<file path="src/rtl/tfc_pkg.sv">
// Package for the timer output forced-cutoff unit: map, layouts, types
package tfc_pkg;

  // ----------------------------------------------------------------
  // Register indices (byte address is four times the index)
  // ----------------------------------------------------------------
  localparam int unsigned ADDR_W = 12;
  localparam logic [7:0] IDX_CTRL = 8'h58;
  localparam logic [7:0] IDX_LVL0 = 8'h59;
  localparam logic [7:0] IDX_LVL1 = 8'h5A;
  localparam logic [7:0] IDX_EDGE = 8'h5B;
  localparam logic [7:0] IDX_STAT = 8'h5C;
  localparam logic [7:0] IDX_MODE = 8'h5D;

  // ----------------------------------------------------------------
  // Reset values
  // ----------------------------------------------------------------
  localparam logic [7:0] CTRL_RST = 8'h00;
  localparam logic [7:0] LVL_RST = 8'h00;
  localparam logic [1:0] EDGE_RST = 2'h0;
  localparam logic [1:0] MODE_RST = 2'h0;
  localparam logic [31:0] RDATA_RST = 32'h0000_0000;

  // ----------------------------------------------------------------
  // Encodings
  // ----------------------------------------------------------------
  typedef enum logic [1:0] {
    SRC_NONE = 2'b00,
    SRC_CMP  = 2'b01,
    SRC_EXT  = 2'b10,
    SRC_EVT  = 2'b11
  } tfc_src_t;

  typedef enum logic [1:0] {
    CUT_OFF  = 2'b00,
    CUT_HIZ  = 2'b01,
    CUT_LOW  = 2'b10,
    CUT_HIGH = 2'b11
  } tfc_cut_t;

  typedef enum logic [1:0] {
    TMODE_STD   = 2'b00,
    TMODE_RSYNC = 2'b01,
    TMODE_COMPL = 2'b10,
    TMODE_RSVD  = 2'b11
  } tfc_tmode_t;

  typedef enum logic [1:0] {
    EDGE_RISE = 2'b00,
    EDGE_FALL = 2'b01,
    EDGE_BOTH = 2'b10,
    EDGE_NONE = 2'b11
  } tfc_edge_t;

  // ----------------------------------------------------------------
  // Field layouts
  // ----------------------------------------------------------------
  typedef struct packed {
    logic [1:0] rsvd;
    logic source_polarity;
    tfc_src_t source_select;
    logic timed_release_select;
    logic release_request;
    logic release_mode_select;
  } tfc_ctrl_t;

  typedef struct packed {
    logic [4:0] rsvd;
    logic group1_cutoff_flag;
    logic group0_cutoff_flag;
    logic source_detect_flag;
  } tfc_stat_t;

  typedef struct packed {
    logic [7:0] level;
    logic [7:0] oe;
  } tfc_pins_t;

endpackage
</file>
<file path="src/rtl/tfc_output_cutoff_unit.sv">
// Output forced-cutoff unit between a two-channel timer and its pins
`timescale 1ns/1ps

module tfc_output_cutoff_unit #(
  parameter int unsigned PINS_PER_GROUP = 4
) (
  // Clock and reset
  input wire logic clk_i,
  input wire logic rst_i,
  // APB slave
  input wire logic psel_i,
  input wire logic penable_i,
  input wire logic pwrite_i,
  input wire logic [tfc_pkg::ADDR_W-1:0] paddr_i,
  input wire logic [31:0] pwdata_i,
  output logic [31:0] prdata_o,
  output logic pready_o,
  output logic pslverr_o,
  // Trip sources
  input wire logic comparator0_i,
  input wire logic external_interrupt_input_i,
  input wire logic event_link_controller_i,
  // Timer side
  input wire tfc_pkg::tfc_pins_t timer_pins_i,
  input wire logic channel0_counter_zero_i,
  input wire logic channel1_counter_zero_i,
  input wire logic complementary_reference_pin_i,
  // Pin side
  output tfc_pkg::tfc_pins_t pins_o
);

  localparam int unsigned NPINS = 2 * PINS_PER_GROUP;

  // ----------------------------------------------------------------
  // Decoding helpers
  // ----------------------------------------------------------------
  function automatic logic idx_hit(
    input logic [tfc_pkg::ADDR_W-1:0] addr,
    input logic [7:0] idx
  );
    idx_hit = (addr == {2'b00, idx, 2'b00});
  endfunction

  function automatic logic group_enabled(input logic [7:0] lvl);
    group_enabled = (lvl != 8'h00);
  endfunction

  // ----------------------------------------------------------------
  // Registers
  // ----------------------------------------------------------------
  tfc_pkg::tfc_ctrl_t ctrl_q;
  logic [7:0] lvl0_q;
  logic [7:0] lvl1_q;
  tfc_pkg::tfc_edge_t edge_q;
  tfc_pkg::tfc_tmode_t mode_q;
  logic release_request_q;
  logic group0_cutoff_flag_q;
  logic group1_cutoff_flag_q;
  logic source_detect_flag_q;

  // ----------------------------------------------------------------
  // Input synchronisers
  // ----------------------------------------------------------------
  logic cmp_meta_q;
  logic cmp_sync_q;
  logic ext_meta_q;
  logic ext_sync_q;
  logic ref_meta_q;
  logic ref_sync_q;
  logic ref_prev_q;

  always_ff @(posedge clk_i) begin
    if (rst_i) begin
      cmp_meta_q <= 1'b0;
      cmp_sync_q <= 1'b0;
      ext_meta_q <= 1'b0;
      ext_sync_q <= 1'b0;
      ref_meta_q <= 1'b0;
      ref_sync_q <= 1'b0;
      ref_prev_q <= 1'b0;
    end else begin
      cmp_meta_q <= comparator0_i;
      cmp_sync_q <= cmp_meta_q;
      ext_meta_q <= external_interrupt_input_i;
      ext_sync_q <= ext_meta_q;
      ref_meta_q <= complementary_reference_pin_i;
      ref_sync_q <= ref_meta_q;
      ref_prev_q <= ref_sync_q;
    end
  end

  // ----------------------------------------------------------------
  // APB slave
  // ----------------------------------------------------------------
  // One wait state: the answer comes one cycle into the access phase
  logic access;
  logic wr_fire;
  logic map_hit;
  logic [7:0] rd_byte;

  assign access = psel_i && penable_i;
  assign wr_fire = access && pready_o && pwrite_i;

  always_comb begin
    map_hit = 1'b1;
    rd_byte = 8'h00;
    if (idx_hit(paddr_i, tfc_pkg::IDX_CTRL)) begin
      rd_byte = {ctrl_q.rsvd, ctrl_q.source_polarity, ctrl_q.source_select,
                 ctrl_q.timed_release_select, release_request_q,
                 ctrl_q.release_mode_select};
    end else if (idx_hit(paddr_i, tfc_pkg::IDX_LVL0)) begin
      rd_byte = lvl0_q;
    end else if (idx_hit(paddr_i, tfc_pkg::IDX_LVL1)) begin
      rd_byte = lvl1_q;
    end else if (idx_hit(paddr_i, tfc_pkg::IDX_EDGE)) begin
      rd_byte = {6'h00, edge_q};
    end else if (idx_hit(paddr_i, tfc_pkg::IDX_STAT)) begin
      rd_byte = {5'h00, group1_cutoff_flag_q, group0_cutoff_flag_q,
                 source_detect_flag_q};
    end else if (idx_hit(paddr_i, tfc_pkg::IDX_MODE)) begin
      rd_byte = {6'h00, mode_q};
    end else begin
      map_hit = 1'b0;
    end
  end

  always_ff @(posedge clk_i) begin
    if (rst_i) begin
      pready_o <= 1'b0;
      pslverr_o <= 1'b0;
      prdata_o <= tfc_pkg::RDATA_RST;
    end else begin
      pready_o <= access && !pready_o;
      pslverr_o <= access && !pready_o && !map_hit;
      if (access && !pready_o && !pwrite_i) begin
        prdata_o <= {24'h00_0000, rd_byte};
      end else begin
        prdata_o <= tfc_pkg::RDATA_RST;
      end
    end
  end

  // Configuration registers; cutoff levels are meant to be left alone
  // while a cutoff is held, but nothing blocks such a write
  always_ff @(posedge clk_i) begin
    if (rst_i) begin
      ctrl_q <= tfc_pkg::tfc_ctrl_t'(tfc_pkg::CTRL_RST);
      lvl0_q <= tfc_pkg::LVL_RST;
      lvl1_q <= tfc_pkg::LVL_RST;
      edge_q <= tfc_pkg::tfc_edge_t'(tfc_pkg::EDGE_RST);
      mode_q <= tfc_pkg::tfc_tmode_t'(tfc_pkg::MODE_RST);
    end else if (wr_fire) begin
      if (idx_hit(paddr_i, tfc_pkg::IDX_CTRL)) begin
        ctrl_q <= tfc_pkg::tfc_ctrl_t'(pwdata_i[7:0]);
      end
      if (idx_hit(paddr_i, tfc_pkg::IDX_LVL0)) begin
        lvl0_q <= pwdata_i[7:0];
      end
      if (idx_hit(paddr_i, tfc_pkg::IDX_LVL1)) begin
        lvl1_q <= pwdata_i[7:0];
      end
      if (idx_hit(paddr_i, tfc_pkg::IDX_EDGE)) begin
        edge_q <= tfc_pkg::tfc_edge_t'(pwdata_i[1:0]);
      end
      if (idx_hit(paddr_i, tfc_pkg::IDX_MODE)) begin
        mode_q <= tfc_pkg::tfc_tmode_t'(pwdata_i[1:0]);
      end
    end
  end

  // ----------------------------------------------------------------
  // Trip detection
  // ----------------------------------------------------------------
  logic src_level;
  logic detect_now;
  logic detect_prev_q;
  tfc_pkg::tfc_src_t src_prev_q;
  logic trip;

  always_comb begin
    unique case (ctrl_q.source_select)
      tfc_pkg::SRC_CMP: src_level = cmp_sync_q;
      tfc_pkg::SRC_EXT: src_level = ext_sync_q;
      tfc_pkg::SRC_EVT: src_level = 1'b0;
      tfc_pkg::SRC_NONE: src_level = 1'b0;
    endcase
  end

  // Polarity only means something for the two level sources
  assign detect_now = (ctrl_q.source_select == tfc_pkg::SRC_CMP ||
                       ctrl_q.source_select == tfc_pkg::SRC_EXT) &&
                      (src_level ^ ctrl_q.source_polarity);

  // A level already detected at the moment of selection trips nothing
  assign trip = (detect_now && !detect_prev_q &&
                 ctrl_q.source_select == src_prev_q) ||
                (ctrl_q.source_select == tfc_pkg::SRC_EVT &&
                 event_link_controller_i);

  always_ff @(posedge clk_i) begin
    if (rst_i) begin
      detect_prev_q <= 1'b0;
      src_prev_q <= tfc_pkg::SRC_NONE;
      source_detect_flag_q <= 1'b0;
    end else begin
      detect_prev_q <= detect_now;
      src_prev_q <= ctrl_q.source_select;
      source_detect_flag_q <= detect_now;
    end
  end

  // ----------------------------------------------------------------
  // Release timing
  // ----------------------------------------------------------------
  logic ref_edge;
  logic rel_evt0;
  logic rel_evt1;
  logic hw_ok;
  logic timed_ok;
  logic sw_now;
  logic clr0;
  logic clr1;
  logic any_cut;

  always_comb begin
    unique case (edge_q)
      tfc_pkg::EDGE_RISE: ref_edge = ref_sync_q && !ref_prev_q;
      tfc_pkg::EDGE_FALL: ref_edge = !ref_sync_q && ref_prev_q;
      tfc_pkg::EDGE_BOTH: ref_edge = ref_sync_q ^ ref_prev_q;
      tfc_pkg::EDGE_NONE: ref_edge = 1'b0;
    endcase
  end

  always_comb begin
    unique case (mode_q)
      tfc_pkg::TMODE_STD: begin
        rel_evt0 = channel0_counter_zero_i;
        rel_evt1 = channel1_counter_zero_i;
      end
      tfc_pkg::TMODE_RSYNC: begin
        rel_evt0 = channel0_counter_zero_i;
        rel_evt1 = channel0_counter_zero_i;
      end
      tfc_pkg::TMODE_COMPL: begin
        rel_evt0 = ref_edge;
        rel_evt1 = ref_edge;
      end
      tfc_pkg::TMODE_RSVD: begin
        rel_evt0 = 1'b0;
        rel_evt1 = 1'b0;
      end
    endcase
  end

  // Hardware release waits for the source to be back inside limits
  assign hw_ok = !ctrl_q.release_mode_select && !detect_now;
  assign timed_ok = hw_ok || (ctrl_q.release_mode_select &&
                              ctrl_q.timed_release_select &&
                              release_request_q);
  assign sw_now = ctrl_q.release_mode_select &&
                  !ctrl_q.timed_release_select &&
                  release_request_q;
  assign clr0 = sw_now || (timed_ok && rel_evt0);
  assign clr1 = sw_now || (timed_ok && rel_evt1);
  assign any_cut = group0_cutoff_flag_q || group1_cutoff_flag_q;

  // ----------------------------------------------------------------
  // Cutoff state and release request
  // ----------------------------------------------------------------
  // A trip in the same cycle as a release keeps the group cut off
  always_ff @(posedge clk_i) begin
    if (rst_i) begin
      group0_cutoff_flag_q <= 1'b0;
      group1_cutoff_flag_q <= 1'b0;
    end else begin
      if (trip && group_enabled(lvl0_q)) begin
        group0_cutoff_flag_q <= 1'b1;
      end else if (clr0) begin
        group0_cutoff_flag_q <= 1'b0;
      end
      if (trip && group_enabled(lvl1_q)) begin
        group1_cutoff_flag_q <= 1'b1;
      end else if (clr1) begin
        group1_cutoff_flag_q <= 1'b0;
      end
    end
  end

  // Request can only be raised while a cutoff is held
  always_ff @(posedge clk_i) begin
    if (rst_i) begin
      release_request_q <= 1'b0;
    end else if (wr_fire && idx_hit(paddr_i, tfc_pkg::IDX_CTRL) &&
                 pwdata_i[1] && any_cut) begin
      release_request_q <= 1'b1;
    end else if (!any_cut) begin
      release_request_q <= 1'b0;
    end
  end

  // ----------------------------------------------------------------
  // Pin override
  // ----------------------------------------------------------------
  for (genvar p = 0; p < NPINS; p++) begin : g_pin
    logic cut_active;
    tfc_pkg::tfc_cut_t setting;

    assign setting = (p < PINS_PER_GROUP) ?
                     tfc_pkg::tfc_cut_t'(lvl0_q[2*(p%PINS_PER_GROUP) +: 2]) :
                     tfc_pkg::tfc_cut_t'(lvl1_q[2*(p%PINS_PER_GROUP) +: 2]);
    assign cut_active = (p < PINS_PER_GROUP) ? group0_cutoff_flag_q :
                                               group1_cutoff_flag_q;

    always_ff @(posedge clk_i) begin
      if (rst_i) begin
        pins_o.level[p] <= 1'b0;
        pins_o.oe[p] <= 1'b0;
      end else if (cut_active && setting != tfc_pkg::CUT_OFF) begin
        pins_o.level[p] <= (setting == tfc_pkg::CUT_HIGH);
        pins_o.oe[p] <= (setting != tfc_pkg::CUT_HIZ);
      end else begin
        pins_o.level[p] <= timer_pins_i.level[p];
        pins_o.oe[p] <= timer_pins_i.oe[p];
      end
    end
  end

endmodule // tfc_output_cutoff_unit

</file>
<file path="config.mk">
export PLATFORM = sky130hd
export DESIGN_NAME = tfc_output_cutoff_unit
export DESIGN_NICKNAME = d
export VERILOG_FILES = /design/src/rtl/tfc_pkg.sv /design/src/rtl/tfc_output_cutoff_unit.sv
export SDC_FILE = /design/constraint.sdc
export NUM_CORES = 1
export LEC_CHECK = 0
export ABC_AREA = 1
export BUFFER_PORTS_ARGS = -buffer_cell sky130_fd_sc_hd__buf_4
export CORE_UTILIZATION = 51
export CTS_BUF_LIST = sky130_fd_sc_hd__clkbuf_4 sky130_fd_sc_hd__clkbuf_8
export DETAILED_ROUTE_END_ITERATION = 10
export PLACE_DENSITY_LB_ADDON = 0.05
export SLEW_MARGIN = 20
export SYNTH_ARGS = -nofsm -noshare
export SYNTH_HDL_FRONTEND = slang
export SYNTH_SLANG_ARGS = --single-unit
</file>
<file path="constraint.sdc">
create_clock -name clk_i -period 1.5 [get_ports clk_i]
set_input_delay 0.15 -clock clk_i [delete_from_list [all_inputs] [get_ports clk_i]]
set_output_delay 0.15 -clock clk_i [all_outputs]
set_load 0.01 [all_outputs]
</file>
# --- Word-level counts from Yosys, hierarchy flattened ---
# Index checks and enable logic that the tools add are counted.
word_totals:
  elab_cells: 185
  output_inout_bits: 50
  ram_bits: 0
  romBits: 0
  latch_bits: 0
  memories: 0
  register_bits: 90
  in_bits: 71
op_classes:
  n_lt_le_gt_ge: 0
  n_mul: 0
  n_reduce_logical: 70
  eq_ne: 33
  muxes: 38
  n_addsub: 0
  div_mod_pow: 0
  bitwise_logic: 3
  n_shift: 0
ops:
  columns: ["operator", "n"]
  rows:
  - ["12-bit by 9-bit equality test with 1-bit output, second input constant", 6]
  - ["1-bit logical AND", 32]
  - ["2-bit equality test, second input constant", 14]
  - ["1-bit two-way mux", 28]
  - ["8-bit two-way mux", 3]
  - ["2-bit nonzero test", 10]
  - ["2-bit by 1-bit != test with 1-bit output, second input constant", 9]
  - ["8-bit nonzero test", 2]
  - ["2-bit AND reduction", 5]
  - ["1-bit zero test", 9]
  - ["1-bit one-hot mux with 4 select lines", 2]
  - ["2-bit by 1-bit equality test with 1-bit output, second input constant", 3]
  - ["2-bit zero test", 3]
  - ["1-bit logical OR", 6]
  - ["3-bit two-way mux", 2]
  - ["1-bit one-hot mux with 3 select lines", 2]
  - ["2-bit OR reduction", 3]
  - ["2-bit equality test", 1]
  - ["2-bit two-way mux", 1]
  - ["1-bit XOR", 2]
  - ["1-bit inverter", 1]

# --- Depth between registers and ports, before layout ---
depth:
  ltp_word: 12
  mapped_depth: 12
  depth_no_buf: 12

# --- Worst setup path before layout ---
# Ideal clock, no wire load.
synth_path:
  path_kind: "reg-to-reg"
  start: "register ctrl_q[4] in the netlist's numbering"
  end: "register group0_cutoff_flag_q (netlist: g_pin[0].cut_active)"
  slack_ps: 134
  arrival_time_ps: 1296
  period_less_slack_ps: 1366
  required_time_ps: 1430
  path_stages_with_launch: 10
  setup_ps: 70
  path_cell_list: "dfxtp_1 > inv_1 > ha_1 > inv_1 > nand3_1 > nand3_1 > nand3_1 > o21ai_0 > nand2_1 > a21oi_1"
synth_via:
  elab_chain_cells: 11
  elab_cells_between_ends: 22
  cone_classes: "eq/ne (4); mux (2); bitwise (1); reduce/logical (15)"
synth_lines:
  columns: ["element", "line", "source"]
  rows:
  - ["from (decl)", "tfc_output_cutoff_unit.sv:51", "tfc_pkg::tfc_ctrl_t ctrl_q;"]
  - ["from (signal assigned)", "tfc_output_cutoff_unit.sv:147", "ctrl_q <= tfc_pkg::tfc_ctrl_t'(tfc_pkg::CTRL_RST);"]
  - ["from (signal assigned)", "tfc_output_cutoff_unit.sv:154", "ctrl_q <= tfc_pkg::tfc_ctrl_t'(pwdata_i[7:0]);"]
  - ["2-bit equality test / 2-bit zero test (equally long branches)", "tfc_output_cutoff_unit.sv:181, tfc_output_cutoff_unit.sv:197", null]
  - ["2-bit OR reduction (no source line)", null, null]
  - ["1-bit one-hot mux with 3 select lines", "tfc_output_cutoff_unit.sv:181", "unique case (ctrl_q.source_select)"]
  - ["1-bit XOR", "tfc_output_cutoff_unit.sv:192", "(src_level ^ ctrl_q.source_polarity);"]
  - ["1-bit logical AND", "tfc_output_cutoff_unit.sv:191", "ctrl_q.source_select == tfc_pkg::SRC_EXT) &&"]
  - ["1-bit zero test", "tfc_output_cutoff_unit.sv:256", "assign hw_ok = !ctrl_q.release_mode_select && !detect_now;"]
  - ["1-bit logical AND", "tfc_output_cutoff_unit.sv:256", null]
  - ["1-bit logical OR", "tfc_output_cutoff_unit.sv:257", "assign timed_ok = hw_ok || (ctrl_q.release_mode_select &&"]
  - ["1-bit logical AND", "tfc_output_cutoff_unit.sv:263", "assign clr0 = sw_now || (timed_ok && rel_evt0);"]
  - ["1-bit logical OR", "tfc_output_cutoff_unit.sv:263", null]
  - ["2-bit nonzero test (no source line)", null, null]
  - ["to (signal assigned)", "tfc_output_cutoff_unit.sv:273", "group0_cutoff_flag_q <= 1'b0;"]
  - ["to (signal assigned)", "tfc_output_cutoff_unit.sv:277", "group0_cutoff_flag_q <= 1'b1;"]
  - ["to (signal assigned)", "tfc_output_cutoff_unit.sv:279", "group0_cutoff_flag_q <= 1'b0;"]
  - ["to (decl)", "tfc_output_cutoff_unit.sv:57", "logic group0_cutoff_flag_q;"]
# Several ways; a longest one is shown, not always the timed one.
# A chain may end at the register's enable or synchronous reset.

# --- Final worst setup path ---
# Same ends and word-level chain as after synthesis.

==> run summary <==
Via density per instance: 4.90
Synth top area cells: dfxtp_1 (41%), a21oi_1 (7.8%), nand2_1 (6.5%)
RSZ-0062 raised after global routing: false
Overflow after GRT: 0
Min-Delay Path Class: in2reg
Initial Utilization: 53.6%
Final nets: 570
Setup TNS after final layout: 0 ns
Clock sink total: 66
Die Y-Extent: 81.3 um
Power per standard cell area: 899 nW/um^2
Dominant cell type by area after synthesis: dfxtp_1
ANT cells: 0
Num rows: 28
Status: finished clean
Pin count of the biggest net entering global routing: 33
Clock root buffer: clkbuf_8
Fmax: 716 MHz
DRT Pass-1 Iters: 4
# Max-Cap Violations: 0
Core Box Area: 5990 sq um
DRC: 0
First-pass GRT wire length: 11,700 um
CTS clk-pin slew, worst paths: 0.07 ns
Crit Path Max Fanout: 4
Share of cells above drive strength 1: 27.5%
Final Hold Viols: 0
Vias in the first global route: 2,455
Final HPWL DP: 5530 um
Routed Antenna Nets: 0
Yosys top cell area share: 41.2%
Die ar.: 6620 sq um
CP required: 1.77 ns
Ys Warns: 0
Worst VDD drop: 0.770 mV
# IOs: 121
Commonest non-fill, non-tap cell in the layout: buf_4
Critical Path AT: 1.67 ns
Final Critical Period: 1.40 ns
Sequential share of the synthesized area: 41.2%
Clock Path Buffers: 2
Via Count: 2,814
Syn Std Cell Area: 3210 sq um
Worst Setup Start Kind: flip-flop
Fin crit share: 93.1%
Slew Limit Fails: 0
Worst-Skew Late Latency: 0.35 ns
EDFF count, synth: 0
GP Congestion: 0.852
1st-iter DRT viols: 227
Clock skew: 0.00861 ns
Ys async rst share: 0%
Post-synth top flop: dfxtp_1
Pleak: 0.00187 uW
I/O Buffers: 72
Total Wirelength: 7390 um
Global Route Usage Sum: 23.7%
CTS tree: done
Total CTS buffers: 9
Yosys reg bits: 66
Netlist cell types: 37
Setup CP Type: reg2reg
Initial antenna violation count: 0
H-tree Lvls: 3
# setup viols final: 0
Area Growth Syn to Fin: 24.1%
CP endpoint kind: flip-flop
Routed len/inst: 12.9 um
Post-Syn Area per Cell: 7.81 sq um
Die X: 81.3 um
Smallest hold slack: 0.0551 ns
Most frequent cells in the layout: buf_4 (82), dfxtp_1 (65), nand2_1 (56)
Syn Inst Count: 411
power breakdown:
group	internal, uW	switching [uW]	leakage [uW]
logic	154	169	0.00124
clock network	798	668	0.0000962
registers	1780	9.49	0.000538
total	2740	846	0.00187
what timing repair did:
action | 4_1_cts | 5_1_grt
hold endpoints to repair | 3 | 0
gates resized for setup | 1 | 4
buffers inserted | 0 | 0
hold buffers | 3 | 0
pin swaps | 0 | 2
endpoints found under the setup margin | 2 | 2
routing by layer:
| metal | vias up | share of wire (%) | GRT usage [%] |
|---|---|---|---|
| li1 | 1476 | - | - |
| met1 | 1229 | 45 | 31.1 |
| met2 | 100 | 47 | 37.9 |
| met3 | 9 | 7.2 | 6.85 |
| met4 | 0 | 1.3 | 6.25 |
| met5 | - | 0 | 0 |
stage by stage:
stage / setup WS [ns] / instances / instance area, sq um / util [%] / power [uW]
3_5_place_dp: -0.0337 / 555 / 3750 / 62.6 / 2150
6_report: 0.103 / 574 / 3980 / 66.5 / 3580
4_1_cts: 0.00350 / 574 / 3970 / 66.3 / 3610
3_3_place_gp: 0.0295 / 555 / 3750 / 62.6 / 2150
5_1_grt: 0.00369 / 574 / 3980 / 66.5 / 3720
2_1_floorplan: 0.134 / 434 / 3300 / - / 2030
cells by family after synthesis:
| kind of cell | share of synthesized area [%] |
|---|---|
| AOI/OAI and AO/OA | 17.5 |
| adders and majority gates | 1.95 |
| DFF | 41.2 |
| and+or+nand+nor | 25.0 |
| buffers and inverters | 14.2 |
| other | 0.117 |
state kept, by name (all words and copies together), names as in the netlist, 2 cells and up:
signal and flops:
lvl0_q 8, lvl1_q 8, pins_o 16, edge_q 2
prdata_o 8, src_prev_q 2, mode_q 2, g_pin.cut_active 2
ctrl_q 7
critical path, cell delays in order, from the launching register on:
cell and delay, ns:
dfxtp_1 0.31, buf_4 0.14, ha_1 0.17, nand3_1 0.10, nand2_1 0.06, nand2_1 0.07
nand3_2 0.09, nand2_1 0.07, nand2_1 0.06, nand2_1 0.06, nand2_1 0.05, a21oi_1 0.14
worst paths after layout:
kind	startpoint	end	slack, ns	cells after the start
worst max register to register	ctrl_q[4]	g_pin[0].cut_active	0.10	11
worst min register to register	ref_meta_q	ref_sync_q	0.40	2
worst max-delay path	ctrl_q[4]	g_pin[0].cut_active	0.10	11
worst min-delay path	timer_pins_i[8]	pins_o[8]	0.06	3
cell type report:
class,instances,area (sq um)
sequential,66,1330
tap,75,93.8
multi-input combinational,284,1530
clock buffer,11,139
inverter,47,178
clock inverter,5,55.1
fill,549,2010
timing repair buffer,86,666
synth_stat cells (2+ instances only):
library cell  count
a21oi_2           4
nor2_8            2
clkbuf_1          8
nor2_1           27
nor3_1            2
nor2_2            5
nand2_1          56
nand4_1           5
ha_1              5
dfxtp_1          66
o21ai_2           2
buf_6             3
inv_1            42
o21ai_1           3
inv_2             4
nor4_1            4
nand2_2           3
buf_4            24
a21oi_1          50
a211oi_1          4
nand2_4           3
o21ai_0          39
nand3_1          31
nor2_4            6
No activity file was read; power rests on OpenSTA's default activity.
